<file path="config.mk">
export PLATFORM = sky130hd
export DESIGN_NAME = amcg_top
export DESIGN_NICKNAME = d
export VERILOG_FILES = /design/src/rtl/amcg_pkg.sv /design/src/rtl/amcg_top.sv /design/src/rtl/amcg_synth.sv
export SDC_FILE = /design/constraint.sdc
export NUM_CORES = 1
export LEC_CHECK = 0
export BUFFER_PORTS_ARGS = -buffer_cell sky130_fd_sc_hd__buf_2
export CAP_MARGIN = 5
export CORE_ASPECT_RATIO = 0.9
export CORE_MARGIN = 2
export CORE_UTILIZATION = 40
export CTS_CLUSTER_SIZE = 14
export DETAILED_ROUTE_END_ITERATION = 10
export PLACE_DENSITY = 0.66
export REMOVE_ABC_BUFFERS = 1
export SYNTH_ARGS = -nofsm -noshare
export SYNTH_HDL_FRONTEND = slang
export SYNTH_SLANG_ARGS = --single-unit
</file>
<file path="constraint.sdc">
create_clock -name sys_clk -period 6.09 [get_ports sys_clk]
set_clock_uncertainty 0.15 [all_clocks]
set_input_delay 1.218 -clock sys_clk [delete_from_list [all_inputs] [get_ports sys_clk]]
set_output_delay 1.218 -clock sys_clk [all_outputs]
set_load 0.1 [all_outputs]
</file>
<file path="src/rtl/amcg_pkg.sv">
package amcg_pkg;
    // register map, one aligned 32-bit word each, data in bits 7:0
    localparam int ADDR_W = 8;
    localparam logic [7:0] OFS_FREQ_HIGH = 8'h00;
    localparam logic [7:0] OFS_FREQ_MID = 8'h04;
    localparam logic [7:0] OFS_FREQ_LOW = 8'h08;
    localparam logic [7:0] OFS_CAP_HIGH = 8'h0c;
    localparam logic [7:0] OFS_CAP_LOW = 8'h10;
    localparam logic [7:0] OFS_DIV_CTRL = 8'h14;
    localparam logic [7:0] OFS_GEN_CTRL = 8'h18;

    // reset values
    localparam logic [23:0] FREQ_RST = 24'h61a800;
    localparam logic [7:0] DIV_CTRL_RST = 8'h00;
    localparam logic [7:0] GEN_CTRL_RST = 8'h04;

    // frequency word: 6 integer bits, 18 fraction bits
    localparam int FREQ_W = 24;
    localparam int FRAC_W = 18;
    localparam logic [23:0] DIVISOR_MIN = 24'h600000;
    localparam logic [23:0] DIVISOR_MAX = 24'hc80000;
    // accumulator step per system cycle (12.0 in the same format)
    localparam logic [24:0] SYNTH_STEP = 25'h0300000;

    // field positions
    localparam int DIV_M_LSB = 0;
    localparam int DIV_M_W = 4;
    localparam int CTL_CAP_SEL = 0;
    localparam int CTL_EXT_CLK = 1;
    localparam int CTL_RUN = 2;

    // bus
    localparam logic [1:0] RESP_OKAY = 2'b00;
    localparam logic [1:0] RESP_SLVERR = 2'b10;

    typedef struct packed {
        logic [ADDR_W-1:0] awaddr;
        logic awvalid;
        logic [31:0] wdata;
        logic [3:0] wstrb;
        logic wvalid;
        logic bready;
        logic [ADDR_W-1:0] araddr;
        logic arvalid;
        logic rready;
    } amcg_axi_req_t;

    typedef struct packed {
        logic awready;
        logic wready;
        logic bvalid;
        logic [1:0] bresp;
        logic arready;
        logic rvalid;
        logic [31:0] rdata;
        logic [1:0] rresp;
    } amcg_axi_rsp_t;
endpackage : amcg_pkg

</file>
<file path="src/rtl/amcg_top.sv">
// The register addresses and the AXI4-Lite register port are this design's own decisions.
module amcg_top (
    // clock and reset
    input wire logic sys_clk,
    input wire logic nrst,
    // register bus
    input wire amcg_pkg::amcg_axi_req_t axi_req,
    output amcg_pkg::amcg_axi_rsp_t axi_rsp,
    // frame events
    input wire logic frame_start,
    input wire logic pseudo_frame_start,
    // clocks
    input wire logic master_clock_in,
    output logic master_clock_out,
    output logic secondary_master_clock,
    output logic codec_port_clock
);
    import amcg_pkg::*;

    typedef struct packed {
        logic [7:0] stage_high;
        logic [7:0] stage_mid;
        logic [FREQ_W-1:0] freq_word;
        logic [7:0] div_ctrl;
        logic [7:0] gen_ctrl;
        logic [15:0] cap_cnt;
        logic [15:0] cap_reg;
        logic [7:0] cap_shadow_high;
        logic sof_s1;
        logic sof_s2;
        logic sof_s3;
        logic mcki_s1;
        logic mcki_s2;
        logic codec_clk;
        logic aw_got;
        logic [ADDR_W-1:0] aw_addr;
        logic w_got;
        logic [7:0] w_data;
        logic w_lane0;
        amcg_axi_rsp_t rsp;
    } amcg_st_t;

    amcg_st_t st_ff;
    amcg_st_t nxt_st;
    logic synth_clk;
    logic synth_rise;
    logic mclk;
    logic mclk_rise;
    logic frame_evt;
    logic cap_tick;
    logic wr_fire;
    logic [7:0] rd_byte;
    logic rd_hit;

    // synthesizer and output divider
    amcg_synth u_synth (
        .sys_clk(sys_clk),
        .nrst(nrst),
        .run(st_ff.gen_ctrl[CTL_RUN]),
        .freq_word(st_ff.freq_word),
        .div_m(st_ff.div_ctrl[DIV_M_LSB +: DIV_M_W]),
        .synth_clk(synth_clk),
        .synth_rise(synth_rise),
        .mclk(mclk),
        .mclk_rise(mclk_rise)
    );

    // frame event from synchronised pin or internal pseudo frame pulse
    assign frame_evt = (st_ff.sof_s2 & ~st_ff.sof_s3) | pseudo_frame_start;
    // capture clock edge chosen by the control bit
    assign cap_tick = st_ff.gen_ctrl[CTL_CAP_SEL] ? synth_rise
                                                  : mclk_rise;

    // read data mux
    always_comb begin
        rd_byte = 8'h00;
        rd_hit = 1'b1;
        unique case (axi_req.araddr)
            OFS_FREQ_HIGH: rd_byte = st_ff.freq_word[23:16];
            OFS_FREQ_MID: rd_byte = st_ff.freq_word[15:8];
            OFS_FREQ_LOW: rd_byte = st_ff.freq_word[7:0];
            OFS_CAP_HIGH: rd_byte = st_ff.cap_shadow_high;
            OFS_CAP_LOW: rd_byte = st_ff.cap_reg[7:0];
            OFS_DIV_CTRL: rd_byte = st_ff.div_ctrl;
            OFS_GEN_CTRL: rd_byte = st_ff.gen_ctrl;
            default: rd_hit = 1'b0;
        endcase
    end

    // next state: bus slave, registers, capture, clock select
    always_comb begin
        nxt_st = st_ff;
        wr_fire = 1'b0;
        // two-flop synchronisers, edge detect on the second stage
        nxt_st.sof_s1 = frame_start;
        nxt_st.sof_s2 = st_ff.sof_s1;
        nxt_st.sof_s3 = st_ff.sof_s2;
        nxt_st.mcki_s1 = master_clock_in;
        nxt_st.mcki_s2 = st_ff.mcki_s1;
        // codec port clock source
        if (st_ff.gen_ctrl[CTL_EXT_CLK]) begin
            nxt_st.codec_clk = st_ff.mcki_s2;
        end else begin
            nxt_st.codec_clk = mclk;
        end
        // free running wrap-around counter
        if (cap_tick) begin
            nxt_st.cap_cnt = st_ff.cap_cnt + 16'h0001;
        end
        // latch on every frame event, held until the next
        if (frame_evt) begin
            nxt_st.cap_reg = st_ff.cap_cnt;
        end
        // write address and data taken in either order
        if (axi_req.awvalid && st_ff.rsp.awready) begin
            nxt_st.aw_got = 1'b1;
            nxt_st.aw_addr = axi_req.awaddr;
        end
        if (axi_req.wvalid && st_ff.rsp.wready) begin
            nxt_st.w_got = 1'b1;
            nxt_st.w_data = axi_req.wdata[7:0];
            nxt_st.w_lane0 = axi_req.wstrb[0];
        end
        if (st_ff.rsp.bvalid && axi_req.bready) begin
            nxt_st.rsp.bvalid = 1'b0;
        end
        if (nxt_st.aw_got && nxt_st.w_got) begin
            wr_fire = 1'b1;
            nxt_st.aw_got = 1'b0;
            nxt_st.w_got = 1'b0;
            nxt_st.rsp.bvalid = 1'b1;
            nxt_st.rsp.bresp = RESP_OKAY;
            unique case (nxt_st.aw_addr)
                OFS_FREQ_HIGH: begin
                    if (nxt_st.w_lane0) begin
                        nxt_st.stage_high = nxt_st.w_data;
                    end
                end
                OFS_FREQ_MID: begin
                    if (nxt_st.w_lane0) begin
                        nxt_st.stage_mid = nxt_st.w_data;
                    end
                end
                OFS_FREQ_LOW: begin
                    // commit without stopping the synthesizer
                    if (nxt_st.w_lane0) begin
                        nxt_st.freq_word = {st_ff.stage_high, st_ff.stage_mid,
                                            nxt_st.w_data};
                    end
                end
                OFS_DIV_CTRL: begin
                    if (nxt_st.w_lane0) begin
                        nxt_st.div_ctrl = nxt_st.w_data;
                    end
                end
                OFS_GEN_CTRL: begin
                    if (nxt_st.w_lane0) begin
                        nxt_st.gen_ctrl = nxt_st.w_data;
                    end
                end
                OFS_CAP_HIGH, OFS_CAP_LOW: begin
                end
                default: nxt_st.rsp.bresp = RESP_SLVERR;
            endcase
        end
        // read channel
        if (st_ff.rsp.rvalid && axi_req.rready) begin
            nxt_st.rsp.rvalid = 1'b0;
        end
        if (axi_req.arvalid && st_ff.rsp.arready) begin
            nxt_st.rsp.rvalid = 1'b1;
            nxt_st.rsp.rdata = {24'h000000, rd_byte};
            nxt_st.rsp.rresp = rd_hit ? RESP_OKAY : RESP_SLVERR;
            // low byte read freezes the matching high byte
            if (axi_req.araddr == OFS_CAP_LOW) begin
                nxt_st.cap_shadow_high = st_ff.cap_reg[15:8];
            end
        end
        nxt_st.rsp.awready = ~nxt_st.aw_got & ~nxt_st.rsp.bvalid;
        nxt_st.rsp.wready = ~nxt_st.w_got & ~nxt_st.rsp.bvalid;
        nxt_st.rsp.arready = ~nxt_st.rsp.rvalid;
    end

    // state register
    always_ff @(posedge sys_clk or negedge nrst) begin
        if (!nrst) begin
            st_ff <= '0;
            st_ff.stage_high <= FREQ_RST[23:16];
            st_ff.stage_mid <= FREQ_RST[15:8];
            st_ff.freq_word <= FREQ_RST;
            st_ff.div_ctrl <= DIV_CTRL_RST;
            st_ff.gen_ctrl <= GEN_CTRL_RST;
        end else begin
            st_ff <= nxt_st;
        end
    end

    // outputs, all from flops
    assign axi_rsp = st_ff.rsp;
    assign master_clock_out = mclk;
    assign secondary_master_clock = synth_clk;
    assign codec_port_clock = st_ff.codec_clk;
endmodule : amcg_top

</file>
<file path="src/rtl/amcg_synth.sv">
// fractional synthesizer followed by the divide-by-M stage
module amcg_synth (
    // clock and reset
    input wire logic sys_clk,
    input wire logic nrst,
    // control
    input wire logic run,
    input wire logic [amcg_pkg::FREQ_W-1:0] freq_word,
    input wire logic [amcg_pkg::DIV_M_W-1:0] div_m,
    // clocks out
    output logic synth_clk,
    output logic synth_rise,
    output logic mclk,
    output logic mclk_rise
);
    import amcg_pkg::*;

    typedef struct packed {
        logic [24:0] acc;
        logic tick;
        logic synth_clk;
        logic synth_rise;
        logic [DIV_M_W-1:0] div_cnt;
        logic mclk;
        logic mclk_rise;
    } amcg_synth_st_t;

    amcg_synth_st_t st_ff;
    amcg_synth_st_t nxt_st;
    logic [23:0] divisor;
    logic [24:0] sum;

    // clamp the divisor into its legal range, applied on the fly
    always_comb begin
        nxt_st = st_ff;
        divisor = freq_word;
        if (freq_word < DIVISOR_MIN) begin
            divisor = DIVISOR_MIN;
        end else if (freq_word > DIVISOR_MAX) begin
            divisor = DIVISOR_MAX;
        end
        sum = st_ff.acc + SYNTH_STEP;
        nxt_st.tick = 1'b0;
        nxt_st.synth_rise = 1'b0;
        nxt_st.mclk_rise = 1'b0;
        if (run) begin
            // one tick per synthesizer half period, never two in a row:
            // a smaller word committed mid-run must not overspeed the clock
            if (sum >= {1'b0, divisor} && !st_ff.tick) begin
                nxt_st.acc = sum - {1'b0, divisor};
                nxt_st.tick = 1'b1;
            end else begin
                nxt_st.acc = sum;
            end
        end
        if (st_ff.tick) begin
            nxt_st.synth_clk = ~st_ff.synth_clk;
            nxt_st.synth_rise = ~st_ff.synth_clk;
            // toggle every M half periods: 50% for odd and even M
            if (st_ff.div_cnt >= div_m) begin
                nxt_st.div_cnt = '0;
                nxt_st.mclk = ~st_ff.mclk;
                nxt_st.mclk_rise = ~st_ff.mclk;
            end else begin
                nxt_st.div_cnt = st_ff.div_cnt + 4'h1;
            end
        end
    end

    // state register
    always_ff @(posedge sys_clk or negedge nrst) begin
        if (!nrst) begin
            st_ff <= '0;
        end else begin
            st_ff <= nxt_st;
        end
    end

    assign synth_clk = st_ff.synth_clk;
    assign synth_rise = st_ff.synth_rise;
    assign mclk = st_ff.mclk;
    assign mclk_rise = st_ff.mclk_rise;
endmodule : amcg_synth

</file>
# Yosys cells after proc, flatten, opt, wreduce, memory -nomap -nowiden
# Cells that the tools add are included.
[totals] reg_bits=172 in_bits=62 out_inout_bits=44 wordCells=106
[classes] n_addsub=4 n_lt_le_gt_ge=4 n_eq_ne=12 muxes=22 bitwise_logic=11 reduce_logical=19
[op_table] operator="8-bit one-hot mux with 7 select lines" n=1
[op_table] operator="8-bit by 5-bit equality test with 1-bit output, second input constant" n=6
[op_table] operator="24-bit 2-to-1 mux" n=2
[op_table] operator="35-bit 2-to-1 mux" n=1
[op_table] operator="8-bit by 4-bit equality test with 1-bit output, second input constant" n=4
[op_table] operator="25-bit by 22-bit adder with 25-bit output, second input constant" n=1
[op_table] operator="25-bit by 24-bit >= comparator with 1-bit output" n=1
[op_table] operator="25-bit 2-to-1 mux" n=1
[op_table] operator="25-bit by 24-bit subtractor with 25-bit output" n=1
[op_table] operator="24-bit greater-than comparator, second input constant" n=1
[op_table] operator="24-bit by 23-bit < comparator with 1-bit output, second input constant" n=1
[op_table] operator="16-bit by 1-bit adder with 16-bit output, second input constant" n=1
[op_table] operator="8-bit by 3-bit equality test with 1-bit output, second input constant" n=2
[op_table] operator="8-bit logical NOT" n=2
[op_table] operator="3-bit AND reduction" n=5
[op_table] operator="7-bit OR reduction" n=2
[op_table] operator="10-bit 2-to-1 mux" n=1
[op_table] operator="1-bit 2-to-1 mux" n=9
[op_table] operator="9-bit 2-to-1 mux" n=1
[op_table] operator="1-bit logical AND" n=7
[op_table] operator="7-bit 2-to-1 mux" n=1
[op_table] operator="1-bit inverter" n=7
[op_table] operator="2-bit 2-to-1 mux" n=3
[op_table] operator="4-bit by 1-bit adder with 4-bit output, second input constant" n=1
[op_table] operator="other kinds (7)" n=10

# Logic depth before layout (Yosys ltp)
# Gate-level depths: netlist of run 1.
[depth] depth_word=8 ltp_mapped=19 ltp_nobuf=17

# Cells and area by module
# Synthesis of run 1 repeated with hierarchy kept, for this count alone.
[unflattened] cells_unflattened=837 hier_area_um2=9136.3
[by_module_without_submodules] mod="amcg_top" instances=1 cells_per_inst=482 area_per_inst_um2=6143.4 seq_area_each_um2=3419.5
[by_module_without_submodules] mod="amcg_synth" instances=1 cells_per_inst=355 area_per_inst_um2=2992.9 seq_area_each_um2=850.8

# Worst setup path before layout of run 1
# No wires, ideal clock.
[synth_path] kind="register -> register" startpoint="register st_ff[128] (netlist name)" endpoint="register u_synth.st_ff[29] (netlist name)" setup_ns=0.138 arrival_ns=3.984 required_time_ns=5.802 setup_slack_ns=1.818 stages_incl_launch_ff=17 n_path_buf=1 synth_period_minus_slack_ns=4.272 path_cell_list="dfrtp_1 > nor4_1 > nand4_1 > o41ai_1 > a21oi_1 > o21bai_1 > clkbuf_1 > nand2_1 > fa_1 > a21o_1 > a221oi_2 > o21bai_1 > a31o_2 > a21o_1 > a2111oi_4 > xor2_1 > o221ai_1"
[synth_via] elab_chain_len=6 elab_cells_between_ends=8 classes_between="add/sub (1); order compare (3); mux (3); reduce/logical (1)"
[synth_rtl] item="24-bit greater-than comparator" line="amcg_synth.sv:39" source="end else if (freq_word > DIVISOR_MAX) begin"
[synth_rtl] item="24-bit 2-to-1 mux" line="amcg_synth.sv:39"
[synth_rtl] item="24-bit 2-to-1 mux *" line="amcg_synth.sv:37" source="if (freq_word < DIVISOR_MIN) begin"
[synth_rtl] item="25-bit by 24-bit >= comparator with 1-bit output" line="amcg_synth.sv:49" source="if (sum >= {1'b0, divisor} && !st_ff.tick) begin"
[synth_rtl] item="1-bit logical AND" line="amcg_synth.sv:49"
[synth_rtl] item="25-bit 2-to-1 mux *" line="amcg_synth.sv:49"
[synth_rtl] item="end signal: assignment" line="amcg_synth.sv:75" source="st_ff <= nxt_st;"
[synth_rtl] item="end: declaration" line="amcg_synth.sv:28" source="amcg_synth_st_t st_ff;"
# Every way passes the cells marked *; elsewhere a longest branch is shown, timed or not.
# A chain may end at the register's enable or synchronous reset.

# Worst setup path in the final report of run 1
[layout_path] startpoint="register st_ff[130] (netlist name)" endpoint="register u_synth.st_ff[18] (netlist name)"
[layout_via] elab_chain_len=6 elab_cells_between_ends=8 classes_between="add/sub (1); order compare (3); mux (3); reduce/logical (1)"
[layout_rtl] item="24-bit greater-than comparator" line="amcg_synth.sv:39"
[layout_rtl] item="24-bit 2-to-1 mux" line="amcg_synth.sv:39"
[layout_rtl] item="24-bit 2-to-1 mux *" line="amcg_synth.sv:37"
[layout_rtl] item="25-bit by 24-bit >= comparator with 1-bit output" line="amcg_synth.sv:49"
[layout_rtl] item="1-bit logical AND" line="amcg_synth.sv:49"
[layout_rtl] item="25-bit 2-to-1 mux *" line="amcg_synth.sv:49"
# Marked as above.

==> flow_summary.rst, run 1 <==
.. list-table::
   :header-rows: 1

   * - Metric
     - Value
   * - Number of diodes
     - 0
   * - Cell at the root of the clock tree
     - sky130_fd_sc_hd__clkbuf_16
   * - Kind of start point of the critical path
     - flop
   * - Syn_area_per_cell
     - ~11 um^2
   * - Final core utilization
     - about 45%
   * - Initial core utilization
     - 40.5%
   * - Critical-path top delay cell
     - sky130_fd_sc_hd__or2_2
   * - Cell taking the most area after synthesis
     - sky130_fd_sc_hd__dfrtp_1
   * - Filler cell count in the final layout
     - 2073
   * - Most frequently used cell type in the post-synthesis netlist
     - sky130_fd_sc_hd__dfrtp_1
   * - CTS clk-pin slew, worst paths
     - about 60 ps
   * - Max Fanout on Critical Path
     - 39
   * - Final WL
     - about 18 mm
   * - YS warnings
     - 0
   * - Fraction of the yosys area taken by sequential cells
     - roughly 49%
   * - Worst setup EP type
     - flop
   * - Number of sinks on the clock net
     - between 150 and 200
   * - Hold slack final
     - about 200 ps
   * - Setup_tns
     - 0 ps
   * - Post-DP HPWL
     - 13.3 mm
   * - Die area
     - 23100 um^2
   * - Number of global-route vias before repair
     - 5573
   * - Wire length of the first global-routing pass
     - between 20 and 30 mm
   * - Post-layout power
     - 4.40 mW
   * - Number of core rows
     - 51
   * - Max Slew Vio Count
     - 0
   * - Non-filler cells, final
     - approximately 1200
   * - Largest delay share family, worst path
     - compound AO/OA/AOI/OAI gates
   * - H-tree depth reported by CTS
     - 4
   * - Via density per instance
     - 5.08
   * - Setup repair after global routing missed its margin
     - false
   * - Data required time of the critical path
     - 6250 ps
   * - P&R area growth vs syn
     - 11.0%
   * - Placer congestion estimate
     - 0.836
   * - Result of the run
     - complete, no violations
   * - Fraction of layout instances using a drive strength above 1
     - 23.1%
   * - Top FF cell, synth
     - sky130_fd_sc_hd__dfrtp_1
   * - Height of the chip
     - roughly 140 um
   * - Async set-reset flop share out of synthesis
     - 100%
   * - Cell Area, Synth
     - 8740 um^2
   * - P per Cell Area
     - 454 nW/um^2
   * - Vias
     - between 5000 and 6000
   * - CTS hold repair buffers
     - 0
   * - Worst IR Drop VDD
     - 0.261 mV
   * - Worst path buffer plus inverter count
     - 2
   * - F_max
     - roughly 200 MHz
   * - Number of enable-type register cells in the synthesized netlist
     - 0
   * - First-pass detailed-route iteration total
     - 5
   * - Total track usage
     - between 10% and 20%
   * - Number of DRC violations after detailed routing
     - 0
   * - Tcrit/Tclk final
     - about four fifths
   * - Data arrival time at the worst-slack endpoint
     - 5090 ps
   * - Max Cap Viol
     - 0
   * - Grt total ovfl
     - 0
   * - Cell mode on critical path
     - sky130_fd_sc_hd__buf_4
   * - Synth top cells by count
     - sky130_fd_sc_hd__dfrtp_1 (157), sky130_fd_sc_hd__nand2_1 (102), sky130_fd_sc_hd__o21ai_0 (76), sky130_fd_sc_hd__mux2_2 (75), sky130_fd_sc_hd__buf_4 (41)
   * - Number of port buffers
     - 52
   * - CTS resizes
     - 0
   * - Final-report hold violation count
     - 0
   * - Post-layout net count
     - 952
   * - Routed len/inst
     - ~16 um
   * - Time the final worst path needs with I/O delays and setup
     - 4930 ps
   * - Largest net degree at the start of global routing
     - 95
   * - Slew @ Worst Pin
     - between 1000 and 1500 ps
   * - Static leakage
     - 4.54 nW
   * - Stage delay of the slowest cell on the critical path
     - 570 ps
   * - Post-synthesis cell count
     - 816
   * - Clock latency at the later pin of the worst-skew pair
     - 430 ps
   * - DR iter-0 viols
     - 471
   * - CP Cell Sequence
     - nor4_1 -> nand4_1 -> o41ai_1 -> a21oi_1 -> o21bai_1 -> buf_4 -> nand2_1 -> ha_1 -> a21o_2 -> a31oi_1 -> a21oi_2 -> a211o_4 -> a211oi_2 -> buf_4 -> or2_2 -> mux2_2
   * - Top-level port count
     - 106
   * - X dimension of the die
     - 160 um
   * - Flip-flop and latch count after synthesis
     - 170
   * - Tightest slew margin relative to the limit
     - 24.8%
   * - Postcts setup bufs
     - 0
   * - Dominant cells by area after synthesis
     - sky130_fd_sc_hd__dfrtp_1 (45%), sky130_fd_sc_hd__mux2_2 (9.7%), sky130_fd_sc_hd__ha_1 (4.4%), sky130_fd_sc_hd__nand2_1 (4.4%), sky130_fd_sc_hd__o21ai_0 (4.4%)
   * - Number of nets with antenna violations after detailed routing
     - 0
   * - Core region area
     - 21600 um^2
   * - Max Buffers Root-to-Sink
     - 2
   * - Final count of negative-setup-slack endpoints
     - 0
   * - Cells after DPL
     - approximately 1100
   * - Inserted Clock Buffers
     - 17
   * - Class of the most critical hold timing path
     - reg2reg
   * - Share of Yosys cell area claimed by the top area cell type
     - around 45%
   * - Initial antenna violation count
     - 0
   * - Critical path class
     - reg2reg
   * - Number of distinct library cell variants in the gate-level netlist after synthesis
     - 71
   * - TritonCTS clock tree
     - done
-- cell families after synthesis --
group           share of synthesized area [%]
simple gates                             11.3
flops                                    48.8
other cells                            0.0429
buf+inv                                  6.15
mux                                      12.1
xor+xnor                                 4.11
fa+ha+maj                                4.67
compound gates                           12.8
-- where the power goes --
group / internal (mW) / switching (mW) / total [mW]
clock: 0.631 / 0.464 / 1.10
sequential: 1.36 / 0.148 / 1.51
combinational: 0.669 / 1.13 / 1.80
-- registers in the layout (all words and copies together) (netlist names) --
name / flops
u_synth.synth_clk: 1
axi_rsp: 15
nxt_st: 3
u_synth.mclk: 1
u_synth.st_ff: 30
u_synth.mclk_rise: 1
codec_port_clock: 1
st_ff: 117
u_synth.synth_rise: 1
-- worst paths after layout --
path | depth (start not counted) | startpoint | slack, ps | endpoint
worst max-delay path | 16 | st_ff[130] | 1160 | u_synth.st_ff[18]
worst min-delay path | 0 | nxt_st[61] | 200 | st_ff[61]
worst max register to register | 16 | st_ff[130] | 1160 | u_synth.st_ff[18]
worst min register to register | 0 | nxt_st[61] | 200 | st_ff[61]
max in group asynchronous | 2 | nrst | 3940 | st_ff[159]
min in group asynchronous | 1 | nrst | 740 | u_synth.st_ff[17]
-- stage by stage --
step | setup WS, ps | instance area [um^2]
2_1_floorplan | 1290 | 8430
3_3_place_gp | 1270 | 9110
3_5_place_dp | 1260 | 9110
4_1_cts | 1240 | 9710
5_1_grt | 886 | 9710
6_report | 1160 | 9710
-- cells in the final DEF (no fill, tap or decap), types with 5 or more instances in the layout --
master / instances
sky130_fd_sc_hd__mux2i_1: 18
sky130_fd_sc_hd__mux2_2: 75
sky130_fd_sc_hd__nand3_1: 9
sky130_fd_sc_hd__buf_4: 7
sky130_fd_sc_hd__a31oi_1: 6
sky130_fd_sc_hd__clkbuf_16: 17
sky130_fd_sc_hd__ha_1: 31
sky130_fd_sc_hd__conb_1: 26
sky130_fd_sc_hd__dfstp_2: 13
sky130_fd_sc_hd__a21oi_1: 37
sky130_fd_sc_hd__a21o_1: 10
sky130_fd_sc_hd__nand4_1: 11
sky130_fd_sc_hd__nor2_1: 33
sky130_fd_sc_hd__inv_1: 33
sky130_fd_sc_hd__and3_1: 10
sky130_fd_sc_hd__xor2_1: 16
sky130_fd_sc_hd__xnor2_1: 25
sky130_fd_sc_hd__dfrtp_1: 157
sky130_fd_sc_hd__a221o_1: 7
sky130_fd_sc_hd__o21ai_0: 76
sky130_fd_sc_hd__inv_6: 5
sky130_fd_sc_hd__buf_2: 51
sky130_fd_sc_hd__nand2_1: 102
sky130_fd_sc_hd__nor3_1: 11
-- metal layers --
layer	share of wire (%)	vias to the layer above	wire length, um	GRT usage [%]
li1	-	2897	-	-
met5	0	-	0	0
met3	4.2	20	782	3.70
met4	1.5	0	277	5.17
met2	43	126	7990	24.2
met1	51	2850	9440	24.5
-- area by class of cell --
class	instances	area (um^2)	area share [%]
flip-flops and latches	170	4270	44.0
multi-input cells	575	4030	41.5
repair buffers	59	319	3.29
clock inverters	11	135	1.39
well taps	291	364	3.75
inverters	35	131	1.35
clock buffers	20	457	4.71
Power figures use the tool's default switching activity.
==> run 2, diff against run 1 <==
ABC_AREA = 1   (was unset)
PLACE_DENSITY = 0.68   (was 0.66)
clock period = 4 ns   (was 6.09 ns; I/O delays follow)
==> flow_summary.rst, run 2 <==
.. list-table::
   :header-rows: 1

   * - Metric
     - Value
   * - Result of the run
     - complete, no violations
   * - Setup_tns
     - 0 ps (unchanged)
   * - Tightest slew margin relative to the limit
     - 31.8% (+7.0 points)
   * - Cell at the root of the clock tree
     - sky130_fd_sc_hd__clkbuf_16
   * - Post-detailed-placement cell area
     - 10000 um^2 (+10%)
   * - Number of distinct library cell variants in the gate-level netlist after synthesis
     - 54 (-24%)
   * - Setup repair after global routing missed its margin
     - false
   * - CP Cell Sequence
     - nand4_1 -> nor4_1 -> nand3_1 -> nand2_1 -> buf_4 -> nand3_1 -> ha_1 -> nand2_1 -> nor2_1 -> nand2_1 -> nor3_1 -> a21oi_1 -> nand3_2 -> nand3_4 -> buf_12 -> o21ai_0
   * - Cells after DPL
     - 1552 (+37%)
   * - Xor/xnor cell area share of the yosys netlist
     - 3.18% (-0.93 points)
   * - Cell taking the most area after synthesis
     - sky130_fd_sc_hd__dfrtp_1
   * - Least setup slack across all paths after layout
     - 315 ps (-842 ps)
   * - Critical-path top delay cell
     - sky130_fd_sc_hd__dfstp_2
   * - Non-filler cells, final
     - 1584 (+36%)
   * - F_max
     - 271 MHz (+34%)
   * - Inserted Clock Buffers
     - 17 (unchanged)
   * - Area of all placed cells without fillers
     - 10700 um^2 (+10%)
   * - Critical path class
     - reg2reg
   * - Hold slack final
     - 198 ps (-0.232 ps)
   * - Max Slew Vio Count
     - 0 (unchanged)
   * - Postcts setup bufs
     - 0 (unchanged)
   * - Largest reg by FF count
     - st_ff
   * - Max Buffers Root-to-Sink
     - 2 (unchanged)
   * - First-pass detailed-route iteration total
     - 5 (unchanged)
   * - Placer congestion estimate
     - 0.912 (+9.1%)
   * - Fraction of layout instances using a drive strength above 1
     - 13.2% (-9.9 points)
   * - Initial antenna violation count
     - 0 (unchanged)
   * - Synth Area in Simple Gates
     - 26.9% (+16 points)
   * - Max FFs per register
     - 117 (unchanged)
   * - YS warnings
     - 0 (unchanged)
   * - Startpoint of the worst register-to-register path
     - st_ff[144]
   * - CTS clk-pin slew, worst paths
     - 80 ps (+20 ps)
   * - Share of Yosys cell area claimed by the top area cell type
     - 40.8% (-4.2 points)
   * - Fraction of the yosys area taken by sequential cells
     - 44.3% (-4.5 points)
   * - Number of diodes
     - 0 (unchanged)
   * - Syn_area_per_cell
     - 7.88 um^2 (-26%)
   * - Worst reg-to-reg setup slack
     - 320 ps (-840 ps)
   * - Slew @ Worst Pin
     - 1020 ps (-97.6 ps)
   * - FF-to-FF End
     - u_synth.st_ff[11]
   * - Static leakage
     - 5.63 nW (+24%)
   * - Time the final worst path needs with I/O delays and setup
     - 3680 ps (-1250 ps)
   * - Cells on worst reg2reg path
     - 16 (unchanged)
   * - Number of enable-type register cells in the synthesized netlist
     - 0 (unchanged)
   * - Number of core rows
     - 53 (+3.9%)
   * - Top FF cell, synth
     - sky130_fd_sc_hd__dfrtp_1
   * - Via density per instance
     - 4.91 (-3.2%)
   * - DR iter-0 viols
     - 586 (+24%)
   * - P per Cell Area
     - 474 nW/um^2 (+4.4%)
   * - Most frequently used cell type in the post-synthesis netlist
     - sky130_fd_sc_hd__nand2_1
   * - Die area
     - 25400 um^2 (+10%)
   * - Initial core utilization
     - 40.9% (+0.40 points)
   * - Total track usage
     - 19.3% (+2.7 points)
   * - Final-report hold violation count
     - 0 (unchanged)
   * - Most frequent cells in the layout
     - sky130_fd_sc_hd__nand2_1 (397), sky130_fd_sc_hd__inv_1 (158), sky130_fd_sc_hd__dfrtp_1 (157), sky130_fd_sc_hd__nor2_1 (70), sky130_fd_sc_hd__nand3_1 (60)
   * - Critical Path Source
     - st_ff[144]
   * - Clock latency at the later pin of the worst-skew pair
     - 440 ps (about the same)
   * - Multiplexer area fraction after synthesis
     - 0.467% (-12 points)
   * - Post-DP HPWL
     - 17.4 mm (+31%)
   * - Cell Area, Synth
     - 9640 um^2 (+10%)
   * - Cell mode on critical path
     - sky130_fd_sc_hd__nand2_1
   * - Core region area
     - 23500 um^2 (+9.1%)
   * - X dimension of the die
     - 168 um (+4.9%)
   * - Wire length of the first global-routing pass
     - 38.4 mm (+29%)
   * - TritonCTS clock tree
     - done
   * - Worst setup EP type
     - flop
   * - Class of the most critical hold timing path
     - in2async
   * - Top-level port count
     - 106 (unchanged)
   * - Largest net degree at the start of global routing
     - 74 (-22%)
   * - Setup slack after placement
     - 453 ps (-807 ps)
   * - Combinational family with the most area after synthesis
     - simple AND/OR/NAND/NOR gates
   * - Dominant cells by area after synthesis
     - sky130_fd_sc_hd__dfrtp_1 (41%), sky130_fd_sc_hd__nand2_1 (15%), sky130_fd_sc_hd__inv_1 (6.2%), sky130_fd_sc_hd__ha_1 (4.0%), sky130_fd_sc_hd__dfstp_2 (3.5%)
   * - Flip-flop and latch count after synthesis
     - 170 (unchanged)
   * - Number of global-route vias before repair
     - 7443 (+34%)
   * - Max Fanout on Critical Path
     - 19 (-51%)
   * - CTS hold repair buffers
     - 0 (unchanged)
   * - Data required time of the critical path
     - 4200 ps (-2050 ps)
   * - Kind of start point of the critical path
     - flop
   * - CTS resizes
     - 0 (unchanged)
   * - Vias
     - 7785 (+32%)
   * - Synth top cells by count
     - sky130_fd_sc_hd__nand2_1 (397), sky130_fd_sc_hd__inv_1 (158), sky130_fd_sc_hd__dfrtp_1 (157), sky130_fd_sc_hd__nor2_1 (70), sky130_fd_sc_hd__nand3_1 (60)
   * - Area fraction in compound gates after synthesis
     - 9.67% (-3.1 points)
   * - Worst IR Drop VDD
     - 0.590 mV (+130%)
   * - Async set-reset flop share out of synthesis
     - 100% (unchanged)
   * - Max Cap Viol
     - 0 (unchanged)
   * - Number of sinks on the clock net
     - 170 (unchanged)
   * - P&R area growth vs syn
     - 10.9%
   * - Final core utilization
     - 45.4% (+0.40 points)
   * - Most common cell after layout, fill and taps aside
     - sky130_fd_sc_hd__nand2_1
   * - Grt total ovfl
     - 0 (unchanged)
   * - Routed len/inst
     - 14.6 um (-8.2%)
   * - Post-synthesis cell count
     - 1223 (+50%)
   * - Number of nets with antenna violations after detailed routing
     - 0 (unchanged)
   * - Final count of negative-setup-slack endpoints
     - 0 (unchanged)
   * - Fraction of the mapped netlist area in adder cells
     - 4.23% (-0.43 points)
   * - Data arrival time at the worst-slack endpoint
     - 3880 ps (-1210 ps)
   * - Number of port buffers
     - 52 (unchanged)
   * - H-tree depth reported by CTS
     - 4 (unchanged)
   * - Height of the chip
     - 151 um (+4.9%)
   * - Number of DRC violations after detailed routing
     - 0 (unchanged)
   * - Final WL
     - 23.2 mm (+25%)
   * - Post-layout power
     - 5.06 mW (+15%)
   * - Tcrit/Tclk final
     - 92.1% (+11 points)
   * - Stage delay of the slowest cell on the critical path
     - 610 ps (+40 ps)
   * - Post-layout net count
     - 1363 (+43%)
-- run 2: cell types whose count changed in the layout (fill, tap and decap cells not counted), sizes merged, moves of 9 or more --
cell,change
nand2,+306
clkinv,+9
inv,+130
a21o,-13
mux2,-72
xnor2,-10
nand3,+53
mux2i,-18
a21oi,-10
and3,-12
o21ai,+24
nor2,+40
-- run 2: worst max path at each step --
stage                         to  slack, ps  depth (start not counted)
2_1_floorplan  u_synth.st_ff[25]        750                         17
3_3_place_gp   u_synth.st_ff[33]        510                         20
4_1_cts        u_synth.st_ff[33]        400                         21
3_5_place_dp   u_synth.st_ff[11]        450                         16
5_1_grt        u_synth.st_ff[32]         10                         23
6_report       u_synth.st_ff[11]        320                         16
-- run 2: power breakdown --
group	internal, mW	switching [mW]	total, mW
Clock	0.871	0.882	1.75
Combinational	0.325	1.04	1.36
Sequential	1.88	0.0680	1.95
Total	3.08	1.99	5.06
-- run 2: cells by family (layout without fill, tap and decap cells) --
logic type               count (synthesis)  after routing
adder cells (fa/ha/maj)                 32             32
AO/OA/AOI/OAI                          155            155
buffers and inverters                  228            262
other                                    1             26
flip-flops                             170            170
XOR/XNOR                                35             35
multiplexers                             4              4
AND/OR/NAND/NOR                        598            598
-- run 2: cell type report --
type,count,area [um^2]
inverter,165,629
tap,302,378
timing repair buffer,65,389
fill,2300,12900
clock buffer,17,425
multi-input combinational,850,4380
clock inverter,15,214
sequential,170,4270
-- run 2: layer usage --
metal	vias up	track usage (%)	part of all wire, %
li1	3926	-	-
met5	-	0	0
met2	224	30.2	44
met4	0	6.00	2.0
met3	33	3.87	6.4
met1	3602	27.1	48
-- run 2: critical path, delay by kind of cell, from the launching register on --
| family | cells | cell delay, ps |
|---|---|---|
| DFF | 1 | 610 |
| adders and majority gates | 1 | 430 |
| AOI/OAI and AO/OA | 2 | 290 |
| buffers and inverters | 2 | 390 |
| and+or+nand+nor | 11 | 1730 |
